### config.mk
export PLATFORM = sky130hd
export DESIGN_NAME = drive_io_function_mapper
export DESIGN_NICKNAME = d
export VERILOG_FILES = /design/src/rtl/io_map_pkg.sv /design/src/rtl/drive_io_function_mapper.sv
export SDC_FILE = /design/constraint.sdc
export NUM_CORES = 1
export LEC_CHECK = 0
export ABC_AREA = 0
export BUFFER_PORTS_ARGS = -buffer_cell sky130_fd_sc_hd__clkbuf_2
export CAP_MARGIN = 20
export CORE_ASPECT_RATIO = 1.75
export CORE_MARGIN = 1
export CORE_UTILIZATION = 50
export DETAILED_ROUTE_END_ITERATION = 6
export GPL_TIMING_DRIVEN = 0
export PLACE_DENSITY_LB_ADDON = 0.1
export RECOVER_POWER = 100
export SETUP_SLACK_MARGIN = 0.2
export SKIP_LAST_GASP = 1
export SYNTH_ARGS = -nofsm -noshare
export SYNTH_HDL_FRONTEND = slang
export SYNTH_SLANG_ARGS = --single-unit
### constraint.sdc
create_clock -name clk -period 2.22 [get_ports clk]
set_clock_uncertainty 0.05 [all_clocks]
set_input_delay 0.222 -clock clk [delete_from_list [all_inputs] [get_ports clk]]
set_output_delay 0.222 -clock clk [all_outputs]
set_load 0.02 [all_outputs]
### src/rtl/io_map_pkg.sv
// constants for the drive input/output function mapper
// Notes on behaviour
// - eight input selectors with fixed function codes
// - one input function per terminal at most
// - reset presets: stop, limits, reference assigned
// - probe one allowed only on input 7
// - probe two allowed only on input 6
// - active probe input triggers its capture channel
// - stop input ramps down, then disables power
// - limit input alerts, decelerates with own ramp
// - gain increase raises gain while active
// - four output selectors, codes 01 to 09
// - output codes 10 to 18, 17 unused
// - codes 30 to 33 copy software word bits
// - function effect depends on operating mode
// - ready output whenever not in fault
// - powered output only in operation enabled
// - limits work even under exclusive access
package io_map_pkg;
  localparam logic [7:0] FN_NONE = 8'h00;
  localparam logic [7:0] FN_GAIN = 8'h03;
  localparam logic [7:0] FN_PROBE1 = 8'h1c;
  localparam logic [7:0] FN_PROBE2 = 8'h1d;
  localparam logic [7:0] FN_STOP = 8'h21;
  localparam logic [7:0] FN_NEGLIM = 8'h22;
  localparam logic [7:0] FN_POSLIM = 8'h23;
  localparam logic [7:0] FN_REFSW = 8'h24;
  localparam int PROBE1_TERM = 6;
  localparam int PROBE2_TERM = 5;
  localparam logic [7:0] OF_READY = 8'h01;
  localparam logic [7:0] OF_POWERED = 8'h02;
  localparam logic [7:0] OF_ZSPEED = 8'h03;
  localparam logic [7:0] OF_SPEED = 8'h04;
  localparam logic [7:0] OF_MOVED = 8'h05;
  localparam logic [7:0] OF_TORQUE = 8'h06;
  localparam logic [7:0] OF_ERROR = 8'h07;
  localparam logic [7:0] OF_BRAKE = 8'h08;
  localparam logic [7:0] OF_HOMED = 8'h09;
  localparam logic [7:0] OF_OVERLOAD = 8'h10;
  localparam logic [7:0] OF_ALERT = 8'h11;
  localparam logic [7:0] OF_OVERFLOW = 8'h12;
  localparam logic [7:0] OF_SOFTNEG = 8'h13;
  localparam logic [7:0] OF_SOFTPOS = 8'h14;
  localparam logic [7:0] OF_CMDDONE = 8'h15;
  localparam logic [7:0] OF_CAP1 = 8'h16;
  localparam logic [7:0] OF_CAP2 = 8'h18;
  localparam logic [7:0] OF_SW0 = 8'h30;
  localparam logic [7:0] OF_SW3 = 8'h33;
  // drive operating states as reported by the state machine
  typedef enum logic [3:0] {
    ST_START = 4'h1, ST_NOTREADY = 4'h2, ST_DISABLED = 4'h3,
    ST_READY = 4'h4, ST_SWITCHED = 4'h5, ST_OPENABLED = 4'h6,
    ST_QSTOP = 4'h7, ST_FAULTREACT = 4'h8, ST_FAULT = 4'h9
  } drive_state_t;
  localparam logic [1:0] MODE_POSITION = 2'h0;
  localparam logic [1:0] MODE_TORQUE = 2'h2;
  localparam logic [7:0] ADDR_INSEL = 8'h00;
  localparam logic [7:0] ADDR_OUTSEL = 8'h20;
  localparam logic [7:0] ADDR_SWWORD = 8'h30;
  localparam logic [7:0] ADDR_STOPRAMP = 8'h34;
  localparam logic [7:0] ADDR_NEGRAMP = 8'h38;
  localparam logic [7:0] ADDR_POSRAMP = 8'h3c;
  localparam logic [7:0] ADDR_GAIN = 8'h40;
  localparam logic [7:0] ADDR_MODE = 8'h44;
  localparam logic [7:0] ADDR_STATUS = 8'h48;
  localparam int ST_CFGERR = 8;
  localparam logic [63:0] INSEL_RESET = 64'h2123_2224_0000_0000;
  localparam logic [31:0] OUTSEL_RESET = 32'h0000_0001;
  localparam logic [15:0] RAMP_RESET = 16'h0064;
endpackage

### src/rtl/drive_io_function_mapper.sv
// selector-driven mapping of drive functions onto digital inputs and outputs
//
// Local design decisions: the APB slave port and the placing of the registers.
`timescale 1ns/1ps
module drive_io_function_mapper
  import io_map_pkg::*;
#(
  parameter int NUM_IN = 8,
  parameter int NUM_OUT = 4
)(
  input wire logic clk,
  input wire logic nrst,
  input wire logic psel,
  input wire logic penable,
  input wire logic pwrite,
  input wire logic [7:0] paddr,
  input wire logic [31:0] pwdata,
  output logic [31:0] prdata,
  output logic pready,
  output logic pslverr,
  input wire logic [NUM_IN-1:0] digitalInputTerminal,
  input wire logic [3:0] driveState,
  input wire logic exclusiveAccess,
  input wire logic decelDone,
  input wire logic [12:0] statusIn,
  output logic [NUM_OUT-1:0] digitalOutputTerminal,
  output logic [1:0] probeTrigger,
  output logic decelRequest,
  output logic [15:0] decelRamp,
  output logic powerDisable,
  output logic limitAlert,
  output logic gainBoost,
  output logic [15:0] gainValue,
  output logic referenceSwitch
);
  // statusIn order: zero speed, speed reached, move done, torque limit, brake,
  // homed, overload, overflow, soft neg, soft pos, cmd done, cap1, cap2

  ////////////////////////////////////////////////////////////////////////////
  logic [NUM_IN-1:0] diMeta_reg, diSync_reg, diDly_reg;
  logic [7:0] inSel_reg [NUM_IN];
  logic [7:0] outSel_reg [NUM_OUT];
  logic [3:0] swWord_reg;
  logic [15:0] stopRamp_reg, negRamp_reg, posRamp_reg, gain_reg;
  logic [1:0] mode_reg;
  logic cfgErr_reg;
  logic [31:0] rdata_next;
  logic acc, wr, inWr, selOk, mapped;
  logic [2:0] inIdx;
  logic [7:0] code;

  assign acc = psel & penable & pready;
  assign wr = acc & pwrite;
  assign inIdx = paddr[4:2];
  assign inWr = wr && paddr[7:5] == ADDR_INSEL[7:5] && paddr[1:0] == 2'h0;
  assign code = pwdata[7:0];

  always_ff @(posedge clk or negedge nrst)
  begin
    if (!nrst)
    begin
      diMeta_reg <= '0;
      diSync_reg <= '0;
      diDly_reg <= '0;
    end
    else
    begin
      diMeta_reg <= digitalInputTerminal;
      diSync_reg <= diMeta_reg;
      diDly_reg <= diSync_reg;
    end
  end

  ////////////////////////////////////////////////////////////////////////////
  // selector write check: duplicates and misplaced probes are refused
  always_comb
  begin
    selOk = 1'b1;
    for (int j = 0; j < NUM_IN; j++)
    begin
      if (code != FN_NONE && 3'(j) != inIdx && inSel_reg[j] == code)
        selOk = 1'b0;
    end
    if (code == FN_PROBE1 && inIdx != 3'(PROBE1_TERM))
      selOk = 1'b0;
    if (code == FN_PROBE2 && inIdx != 3'(PROBE2_TERM))
      selOk = 1'b0;
  end

  genvar gi;
  generate
    for (gi = 0; gi < NUM_IN; gi++)
    begin : g_insel
      always_ff @(posedge clk or negedge nrst)
      begin
        if (!nrst)
          inSel_reg[gi] <= INSEL_RESET[gi*8 +: 8];
        else if (inWr && inIdx == 3'(gi) && selOk)
          inSel_reg[gi] <= code;
      end
    end
    for (gi = 0; gi < NUM_OUT; gi++)
    begin : g_outsel
      always_ff @(posedge clk or negedge nrst)
      begin
        if (!nrst)
          outSel_reg[gi] <= OUTSEL_RESET[gi*8 +: 8];
        else if (wr && paddr == ADDR_OUTSEL + 8'(gi * 4))
          outSel_reg[gi] <= code;
      end
    end
  endgenerate

  always_ff @(posedge clk or negedge nrst)
  begin
    if (!nrst)
    begin
      swWord_reg <= '0;
      stopRamp_reg <= RAMP_RESET;
      negRamp_reg <= RAMP_RESET;
      posRamp_reg <= RAMP_RESET;
      gain_reg <= '0;
      mode_reg <= MODE_POSITION;
    end
    else if (wr)
    begin
      case (paddr)
        ADDR_SWWORD: swWord_reg <= pwdata[3:0];
        ADDR_STOPRAMP: stopRamp_reg <= pwdata[15:0];
        ADDR_NEGRAMP: negRamp_reg <= pwdata[15:0];
        ADDR_POSRAMP: posRamp_reg <= pwdata[15:0];
        ADDR_GAIN: gain_reg <= pwdata[15:0];
        ADDR_MODE: mode_reg <= pwdata[1:0];
        default: ;
      endcase
    end
  end

  // refused selector write sets the error; a new refusal beats the clear
  always_ff @(posedge clk or negedge nrst)
  begin
    if (!nrst)
      cfgErr_reg <= 1'b0;
    else if (inWr && !selOk)
      cfgErr_reg <= 1'b1;
    else if (wr && paddr == ADDR_STATUS && pwdata[ST_CFGERR])
      cfgErr_reg <= 1'b0;
  end

  ////////////////////////////////////////////////////////////////////////////
  // apb: one wait-free access phase; answer prepared in the setup cycle
  always_comb
  begin
    mapped = 1'b1;
    rdata_next = '0;
    if (paddr[7:5] == ADDR_INSEL[7:5])
      rdata_next[7:0] = inSel_reg[paddr[4:2]];
    else if (paddr[7:4] == ADDR_OUTSEL[7:4])
      rdata_next[7:0] = outSel_reg[paddr[3:2]];
    else
    begin
      case (paddr)
        ADDR_SWWORD: rdata_next[3:0] = swWord_reg;
        ADDR_STOPRAMP: rdata_next[15:0] = stopRamp_reg;
        ADDR_NEGRAMP: rdata_next[15:0] = negRamp_reg;
        ADDR_POSRAMP: rdata_next[15:0] = posRamp_reg;
        ADDR_GAIN: rdata_next[15:0] = gain_reg;
        ADDR_MODE: rdata_next[1:0] = mode_reg;
        ADDR_STATUS: rdata_next = {23'h0, cfgErr_reg, diSync_reg};
        default: mapped = 1'b0;
      endcase
    end
    if (paddr[1:0] != 2'h0)
      mapped = 1'b0;
  end

  always_ff @(posedge clk or negedge nrst)
  begin
    if (!nrst)
    begin
      pready <= 1'b0;
      prdata <= '0;
      pslverr <= 1'b0;
    end
    else if (psel && !penable && !pready)
    begin
      pready <= 1'b1;
      prdata <= pwrite ? 32'h0 : rdata_next;
      pslverr <= !mapped;
    end
    else
    begin
      pready <= 1'b0;
      pslverr <= 1'b0;
    end
  end

  ////////////////////////////////////////////////////////////////////////////
  // input functions: unlisted codes never match, so they stay ignored
  logic fGain, fStop, fNeg, fPos, fRef, p1Now, p1Was, p2Now, p2Was;
  always_comb
  begin
    fGain = 1'b0;
    fStop = 1'b0;
    fNeg = 1'b0;
    fPos = 1'b0;
    fRef = 1'b0;
    for (int j = 0; j < NUM_IN; j++)
    begin
      fGain |= diSync_reg[j] && inSel_reg[j] == FN_GAIN;
      fStop |= diSync_reg[j] && inSel_reg[j] == FN_STOP;
      fNeg |= diSync_reg[j] && inSel_reg[j] == FN_NEGLIM;
      fPos |= diSync_reg[j] && inSel_reg[j] == FN_POSLIM;
      fRef |= diSync_reg[j] && inSel_reg[j] == FN_REFSW;
    end
  end
  assign p1Now = diSync_reg[PROBE1_TERM] && inSel_reg[PROBE1_TERM] == FN_PROBE1;
  assign p1Was = diDly_reg[PROBE1_TERM] && inSel_reg[PROBE1_TERM] == FN_PROBE1;
  assign p2Now = diSync_reg[PROBE2_TERM] && inSel_reg[PROBE2_TERM] == FN_PROBE2;
  assign p2Was = diDly_reg[PROBE2_TERM] && inSel_reg[PROBE2_TERM] == FN_PROBE2;

  // limits stay live under exclusive access; gain boost does not, and
  // torque mode has no gain switching so the request is dropped there
  always_ff @(posedge clk or negedge nrst)
  begin
    if (!nrst)
    begin
      probeTrigger <= '0;
      decelRequest <= 1'b0;
      decelRamp <= '0;
      powerDisable <= 1'b0;
      limitAlert <= 1'b0;
      gainBoost <= 1'b0;
      gainValue <= '0;
      referenceSwitch <= 1'b0;
    end
    else
    begin
      probeTrigger <= {p2Now && !p2Was, p1Now && !p1Was};
      limitAlert <= fNeg | fPos;
      decelRequest <= fNeg | fPos | fStop;
      if (fNeg)
        decelRamp <= negRamp_reg;
      else if (fPos)
        decelRamp <= posRamp_reg;
      else if (fStop)
        decelRamp <= stopRamp_reg;
      powerDisable <= fStop && (powerDisable || decelDone);
      gainBoost <= fGain && !exclusiveAccess && mode_reg != MODE_TORQUE;
      gainValue <= (fGain && mode_reg != MODE_TORQUE) ? gain_reg : 16'h0;
      referenceSwitch <= fRef;
    end
  end

  ////////////////////////////////////////////////////////////////////////////
  function automatic logic outLevel(input logic [7:0] sel);
    logic v;
    v = 1'b0;
    case (sel)
      OF_READY: v = driveState != ST_FAULT;
      OF_POWERED: v = driveState == ST_OPENABLED;
      OF_ZSPEED: v = statusIn[0];
      OF_SPEED: v = statusIn[1];
      OF_MOVED: v = statusIn[2] && mode_reg == MODE_POSITION;
      OF_TORQUE: v = statusIn[3];
      OF_ERROR: v = driveState == ST_FAULT;
      OF_BRAKE: v = statusIn[4];
      OF_HOMED: v = statusIn[5];
      OF_OVERLOAD: v = statusIn[6];
      OF_ALERT: v = limitAlert || fStop;
      OF_OVERFLOW: v = statusIn[7];
      OF_SOFTNEG: v = statusIn[8];
      OF_SOFTPOS: v = statusIn[9];
      OF_CMDDONE: v = statusIn[10];
      OF_CAP1: v = statusIn[11];
      OF_CAP2: v = statusIn[12];
      default:
        if (sel >= OF_SW0 && sel <= OF_SW3)
          v = swWord_reg[sel[1:0]];
        else
          v = 1'b0;
    endcase
    return v;
  endfunction

  generate
    for (gi = 0; gi < NUM_OUT; gi++)
    begin : g_out
      always_ff @(posedge clk or negedge nrst)
      begin
        if (!nrst)
          digitalOutputTerminal[gi] <= 1'b0;
        else
          digitalOutputTerminal[gi] <= outLevel(outSel_reg[gi]);
      end
    end
  endgenerate

  ////////////////////////////////////////////////////////////////////////////
  // every output is registered, so the checks look one edge ahead
  a_ready_fault: assert property (@(posedge clk) disable iff (!nrst)
    outSel_reg[0] == OF_READY && $stable(outSel_reg[0]) |=>
      digitalOutputTerminal[0] == ($past(driveState) != ST_FAULT))
    else $error("ready output does not follow fault state");
  a_powered_state: assert property (@(posedge clk) disable iff (!nrst)
    outSel_reg[1] == OF_POWERED && $stable(outSel_reg[1]) |=>
      digitalOutputTerminal[1] == ($past(driveState) == ST_OPENABLED))
    else $error("powered output wrong");
  a_dup_refused: assert property (@(posedge clk) disable iff (!nrst)
    inWr && !selOk |=> cfgErr_reg && inSel_reg[$past(inIdx)] == $past(inSel_reg[inIdx]))
    else $error("duplicate selector accepted");
  a_probe_place: assert property (@(posedge clk) disable iff (!nrst)
    inSel_reg[0] != FN_PROBE1 && inSel_reg[7] != FN_PROBE1 && inSel_reg[5] != FN_PROBE1)
    else $error("probe one on a wrong input");
  a_probe_two: assert property (@(posedge clk) disable iff (!nrst)
    inSel_reg[6] != FN_PROBE2 && inSel_reg[4] != FN_PROBE2 && inSel_reg[0] != FN_PROBE2)
    else $error("probe two on a wrong input");
  a_probe_pulse: assert property (@(posedge clk) disable iff (!nrst)
    probeTrigger[0] |=> !probeTrigger[0])
    else $error("probe trigger longer than one cycle");
  a_probe2_pulse: assert property (@(posedge clk) disable iff (!nrst)
    probeTrigger[1] |=> !probeTrigger[1])
    else $error("probe two trigger longer than one cycle");
  a_stop_order: assert property (@(posedge clk) disable iff (!nrst)
    $rose(powerDisable) |-> $past(decelDone) && $past(fStop) && decelRequest)
    else $error("power disabled before deceleration ended");
  a_limit_ramp: assert property (@(posedge clk) disable iff (!nrst)
    fNeg |=> limitAlert && decelRamp == $past(negRamp_reg))
    else $error("negative limit ramp not applied");
  a_limit_excl: assert property (@(posedge clk) disable iff (!nrst)
    exclusiveAccess && fPos |=> limitAlert && decelRequest)
    else $error("limit blocked by exclusive access");
  a_gain_mode: assert property (@(posedge clk) disable iff (!nrst)
    fGain && !exclusiveAccess && mode_reg != MODE_TORQUE |=> gainBoost)
    else $error("gain boost missing");
  a_unused_out: assert property (@(posedge clk) disable iff (!nrst)
    outSel_reg[2] == 8'h17 && $stable(outSel_reg[2]) |=> !digitalOutputTerminal[2])
    else $error("unused output code drives output");
  a_sw_bit: assert property (@(posedge clk) disable iff (!nrst)
    outSel_reg[3] == OF_SW3 && $stable(outSel_reg[3]) |=>
      digitalOutputTerminal[3] == $past(swWord_reg[3]))
    else $error("software bit not copied");
endmodule // drive_io_function_mapper

### After elaboration in Yosys (flattened, before gate mapping)

Cells that the tools add are included.

* input bits: 72
* logic and storage cells: 422
* output and inout port bits: 77
* bits in registers: 267

* eq/ne operators: 152
* muxes and demuxes: 52
* bitwise gates (word level): 42
* reductions and logical operators: 125
* $lt $le $gt $ge: 14

Operators by type and width (number)
* == test 8 x 6 -> 1 bit (second input constant): 40
* == test 8 x 5 -> 1 bit (second input constant): 36
* == test 8 x 2 -> 1 bit (second input constant): 16
* == test 8 x 3 -> 1 bit (second input constant): 16
* logical AND 1 bit: 100
* one-hot mux 1 bit (17 select lines): 4
* == test 8 x 4 -> 1 bit (second input constant): 8
* == test 8 bit: 8
* two-way mux 16 bit: 4
* one-hot mux 12 bit (5 select lines): 1
* two-way mux 8 bit: 7
* OR 1 bit: 37
* == test 8 x 1 -> 1 bit (second input constant): 4
* greater-or-equal comparator 8 x 6 -> 1 bit (second input constant): 4
* <= comparator 8 x 6 -> 1 bit (second input constant): 4
* two-way mux 32 bit: 1
* two-way mux 1 bit: 26
* binary-select mux 8 bit (select 3 bit): 1
* == test 8 x 7 -> 1 bit (second input constant): 3
* two-way mux 24 bit: 1
* binary-select mux 8 bit (select 2 bit): 1
* one-hot mux 2 bit (7 select lines): 1
* == test 3 bit (second input constant): 4
* < comparator 2 x 3 -> 1 bit (second input constant): 4
* 27 further kinds: 54

### Logic depth before layout (Yosys ltp)

* depth in word-level cells: 16
* gate-level depth with buffers: 10
* depth with buffers taken out: 7

### Worst setup path before layout

OpenSTA, ideal clock, no wires.

* path type: reg2reg
* start point: register inSel_reg[29] (netlist bit)
* end point: register inSel_reg[10] (netlist bit)
* slack: -0.112 ns
* period minus slack after synthesis: 2.332 ns
* buffers on the path: 2
* stages on the path, launching flop included: 10
* arrival time: 2.157 ns
* setup time: 0.125 ns
* data required time: 2.045 ns
* path through: dfstp_2 > clkbuf_2 > xor2_1 > nor4_1 > and3_1 > nor4_2 > a21oi_4 > or2_1 > buf_6 > mux2_4

* word-level cells in the longest chain between the ends: 9

RTL lines
* start, declared: RTL line drive_io_function_mapper.sv:41 `logic [7:0] inSel_reg [NUM_IN];`
* start signal, assigned by index: RTL line drive_io_function_mapper.sv:97 `inSel_reg[gi] <= INSEL_RESET[gi*8 +: 8];`
* start signal, assigned by index: RTL line drive_io_function_mapper.sv:99 `inSel_reg[gi] <= code;`
* == test 8 bit: RTL line drive_io_function_mapper.sv:81 `if (code != FN_NONE && 3'(j) != inIdx && inSel_reg[j] == code)`
* logical AND 1 bit: RTL line drive_io_function_mapper.sv:81
* two-way mux 1 bit (4 in a row): RTL line drive_io_function_mapper.sv:81
* two-way mux 1 bit: RTL line drive_io_function_mapper.sv:84 `if (code == FN_PROBE1 && inIdx != 3'(PROBE1_TERM))`
* two-way mux 1 bit: RTL line drive_io_function_mapper.sv:86 `if (code == FN_PROBE2 && inIdx != 3'(PROBE2_TERM))`
* logical AND 1 bit: RTL line drive_io_function_mapper.sv:98 `else if (inWr && inIdx == 3'(gi) && selOk)`

No other way between the ends.
A chain may end at the register's enable or synchronous reset.

### Worst setup path in the final report

* start point: register inSel_reg[21] (netlist bit)
* end point: register inSel_reg[22] (netlist bit)

* word-level cells in the longest chain between the ends: 8

RTL lines (RTL line)
* == test 8 bit: drive_io_function_mapper.sv:81
* logical AND 1 bit: drive_io_function_mapper.sv:81
* two-way mux 1 bit (3 in a row): drive_io_function_mapper.sv:81
* two-way mux 1 bit: drive_io_function_mapper.sv:84
* two-way mux 1 bit: drive_io_function_mapper.sv:86
* logical AND 1 bit: drive_io_function_mapper.sv:98

No other way between the ends.

==> impl_metrics.py <==
metrics = {
    "outcome": {
        "run_status": "finished with violations",
        "violations": "design-rule violations, negative setup slack",
    },
    "synth": {
        "synthFlopType": "dfrtp_1",
        "synth_top_family_by_area": "multiplexers",
        "synthArstFlopShare_pct": 100,
        "synth_cells": 1117,
        "synth_warnings": 0,
        "synthTopCellsByArea": "dfrtp_1, mux2_2, mux4_2, dfstp_2, xnor2_1",
        "ys_types": 77,
        "synth-simple-area-share_pct": 14.1,
        "synthMuxAreaShare_pct": 21.6,
        "yosysTopAreaCellShare_pct": 42.9,
        "synth_seq_cells": 246,
        "synth_xor_area_share_pct": 4.23,
        "synth_area_leader_cell": "dfrtp_1",
        "ys_seq_area_share_pct": 46.7,
        "synth_compound_area_share_pct": 9.13,
        "syn_avg_cell_area_um2": 11.9,
        "netlist_area_um2": 13200,
        "synthAdderAreaFrac_pct": 0,
        "synth_edf_count": 0,
    },
    "finish": {
        "fin_util_pct": 63.1,
        "layout-drive-gt1-share_pct": 38.8,
        "final_area_um2": 16400,
        "nets": 1408,
        "seqCellArea_um2": 6190,
        "syn2layout_area_growth_pct": 23.7,
        "finalNonFillerCells": 1672,
        "multi_input_area_um2": 7140,
        "fillCellCount": 2121,
        "n_antenna_cell": 0,
        "largest_reg_flops": 64,
    },
    "timing": {
        "finalHoldViolations": 0,
        "fmax_ghz": 0.385,
        "whs_ns": 0.0427,
        "setup_slack_ns": -0.376,
        "slew_viol_final": 0,
        "setup_viol": 106,
        "period_minus_slack_ns": 2.60,
        "max-slew-margin-rel_pct": 2.30,
        "max_slew.worst_pin.slew_ns": 1.47,
        "post-route-period-util_pct": 117,
        "rsz0062_at_grt": "true",
    },
    "die": {
        "die_x_um": 125,
        "rows": 78,
        "die_area_um2": 27200,
        "core_um2": 26000,
        "start_util_pct": 51.0,
        "fp.dieH_um": 217,
        "io_pins": 149,
    },
    "grt": {
        "overflow": 0,
        "grt_max_degree": 115,
        "grt_first_pass_wirelength_um": 65500,
        "track_usage_pct": 32.5,
        "grt_pass1_vias": 10600,
        "antenna_found_initial": 0,
    },
    "drt": {
        "routed_wirelength_um": 44500,
        "viasPerCell": 6.34,
        "post-route-drc-count": 17,
        "dr.first_iter.drc_count": 715,
        "ant_nets": 0,
        "routedWlPerCell_um": 26.6,
        "firstDrtPassIters": 7,
        "dr_total_vias": 10600,
    },
    "run": {
        "cap_violations": 0,
    },
    "setup_path": {
        "reg2reg_to": "inSel_reg[22]",
        "r2r_cells": 8,
        "end_kind": "register",
        "crit_required_ns": 2.59,
        "r2r_slack_ns": -0.38,
        "worst_setup_path_start_kind": "register",
        "crit_fanout": 8,
        "cp.arrival_ns": 2.97,
        "crit_type": "reg -> reg",
        "r2r-start": "inSel_reg[21]",
    },
    "clock_tree": {
        "cts_tree": "yes",
        "cts_sinks": 246,
        "ctsHtreeMaxLevel": 1,
        "cts_buffers": 24,
        "clk_pin_slew_ns": 0.06,
        "cts_buffer_depth": 3,
        "cts_root_buf": "clkbuf_16",
        "clk_latency_ns": 0.55,
    },
    "placement": {
        "dpl-instance-area_um2": 14300,
        "placed_cells": 1559,
        "gp_congestion": 1.04,
        "portBuffers": 105,
        "post-dp-hpwl_um": 31300,
    },
    "worst_hold_path": {
        "hold_class": "in -> async",
    },
    "power_and_ir_drop": {
        "ir_worst_vdd_v": 0.000658,
        "power.density_nw_per_um2": 581,
        "leakage_nw": 7.40,
    },
}
-- critical path: stages, from the launching register on --
cell and delay (ns):
dfstp_2 0.60, xnor2_2 0.13, nand4_1 0.18, nor4_4 0.48, nor4_4 0.11, a21oi_4 0.25, nand4bb_1 0.17, buf_6 0.18
mux2_4 0.31
-- cells in the final DEF (no fill, tap or decap), types with 9 or more instances in the layout --
cell type      count
dfrtp_1          218
mux2_2           150
clkbuf_1          89
nand2_1           68
buf_4             64
clkbuf_2          56
nor2_1            41
nand3_1           33
xnor2_1           32
mux4_2            30
xor2_1            29
clkbuf_16         28
nand4_1           26
mux2_4            22
dlygate4sd3_1     19
dfstp_2           19
nor2b_1           16
mux2i_1           16
a22o_1            16
buf_6             16
conb_1            16
nor3_1            15
o221ai_1          13
a21oi_1           12
buf_2             12
a2bb2oi_1         12
o21ai_0           10
nor2_4            10
and2_4            10
a22oi_1           10
o22ai_1            9
a221oi_1           9
dfrtp_2            9
-- worst max path at each step --
| stage | startpoint | end |
|---|---|---|
| 2_1_floorplan | inSel_reg[29] | inSel_reg[10] |
| 3_3_place_gp | nrst | diMeta_reg[2] |
| 3_5_place_dp | inSel_reg[50] | gainValue[5] |
| 4_1_cts | inSel_reg[21] | inSel_reg[22] |
| 5_1_grt | inSel_reg[21] | inSel_reg[22] |
| 6_report | inSel_reg[21] | inSel_reg[22] |
-- metrics by stage --
stage | TNS (ns) | power (W) | setup slack (ns)
detailed placement | -107.27 | 0.00530 | -1.31
floorplan | -1.87 | 0.00497 | -0.0390
global placement | -1077.60 | 0.00528 | -4.13
global route | -62.21 | 0.00981 | -0.389
finish | -27.42 | 0.00952 | -0.376
CTS | -13.04 | 0.00958 | -0.242
-- logic make-up (layout without fill, tap and decap cells) --
logic type,after synthesis,after routing
AO/OA/AOI/OAI,155,156
other,1,16
AND/OR/NAND/NOR,331,331
flip-flops,246,246
multiplexers,219,219
XOR/XNOR,64,64
buffers and inverters,101,320
-- Yosys cell counts (9+ instances only) --
cell / number
dfrtp_1: 227
and2_1: 17
a2bb2oi_1: 15
o221ai_1: 18
buf_4: 27
a22oi_1: 10
mux2_4: 16
nand4_1: 26
clkbuf_1: 40
o22ai_1: 9
a221oi_1: 11
a22o_1: 16
nor2b_1: 18
nor3_1: 21
xnor2_1: 34
buf_2: 19
xor2_1: 30
o21ai_0: 15
nor3b_1: 11
nand2_1: 71
a21oi_1: 13
mux2i_1: 16
dfstp_2: 19
nor4_1: 16
nand3_1: 36
nor2_1: 46
mux2_2: 156
mux4_2: 30
-- metal layers --
layer  track usage (%)  wire length, um  part of all wire (%)
met2              57.7            23100                    52
met4              22.3             3400                   7.6
met5                 0                0                     0
met3              4.47             2430                   5.5
met1              36.0            15600                    35
-- where the power goes --
part / leakage (nW) / switching, W / internal, W / total (W)
Sequential: 3.31 / 0.0000373 / 0.00452 / 0.00456
Combinational: 3.70 / 0.000473 / 0.000257 / 0.000730
Clock: 0.392 / 0.00181 / 0.00243 / 0.00423
Total: 7.40 / 0.00232 / 0.00720 / 0.00952
-- timing repair --
| item | CTS | global route |
|---|---|---|
| pin swaps | 31 | 30 |
| endpoints found under the hold margin | 168 | 0 |
| endpoints found under the setup margin | 175 | 138 |
| hold buffers | 19 | 0 |
| setup buffers | 25 | 23 |
| cloned | 2 | 2 |
| resized for setup | 113 | 68 |
-- area by class of cell --
class | instances | share of cell area (%)
Buffer | 96 | 3.88
Timing Repair Buffer | 177 | 7.31
Clock inverter | 11 | 0.733
Multi-Input combinational cell | 786 | 43.5
Tap cell | 320 | 2.44
Clock buffer | 31 | 4.20
Inverter | 5 | 0.115
Sequential cell | 246 | 37.8
Power figures use the tool's default switching activity.
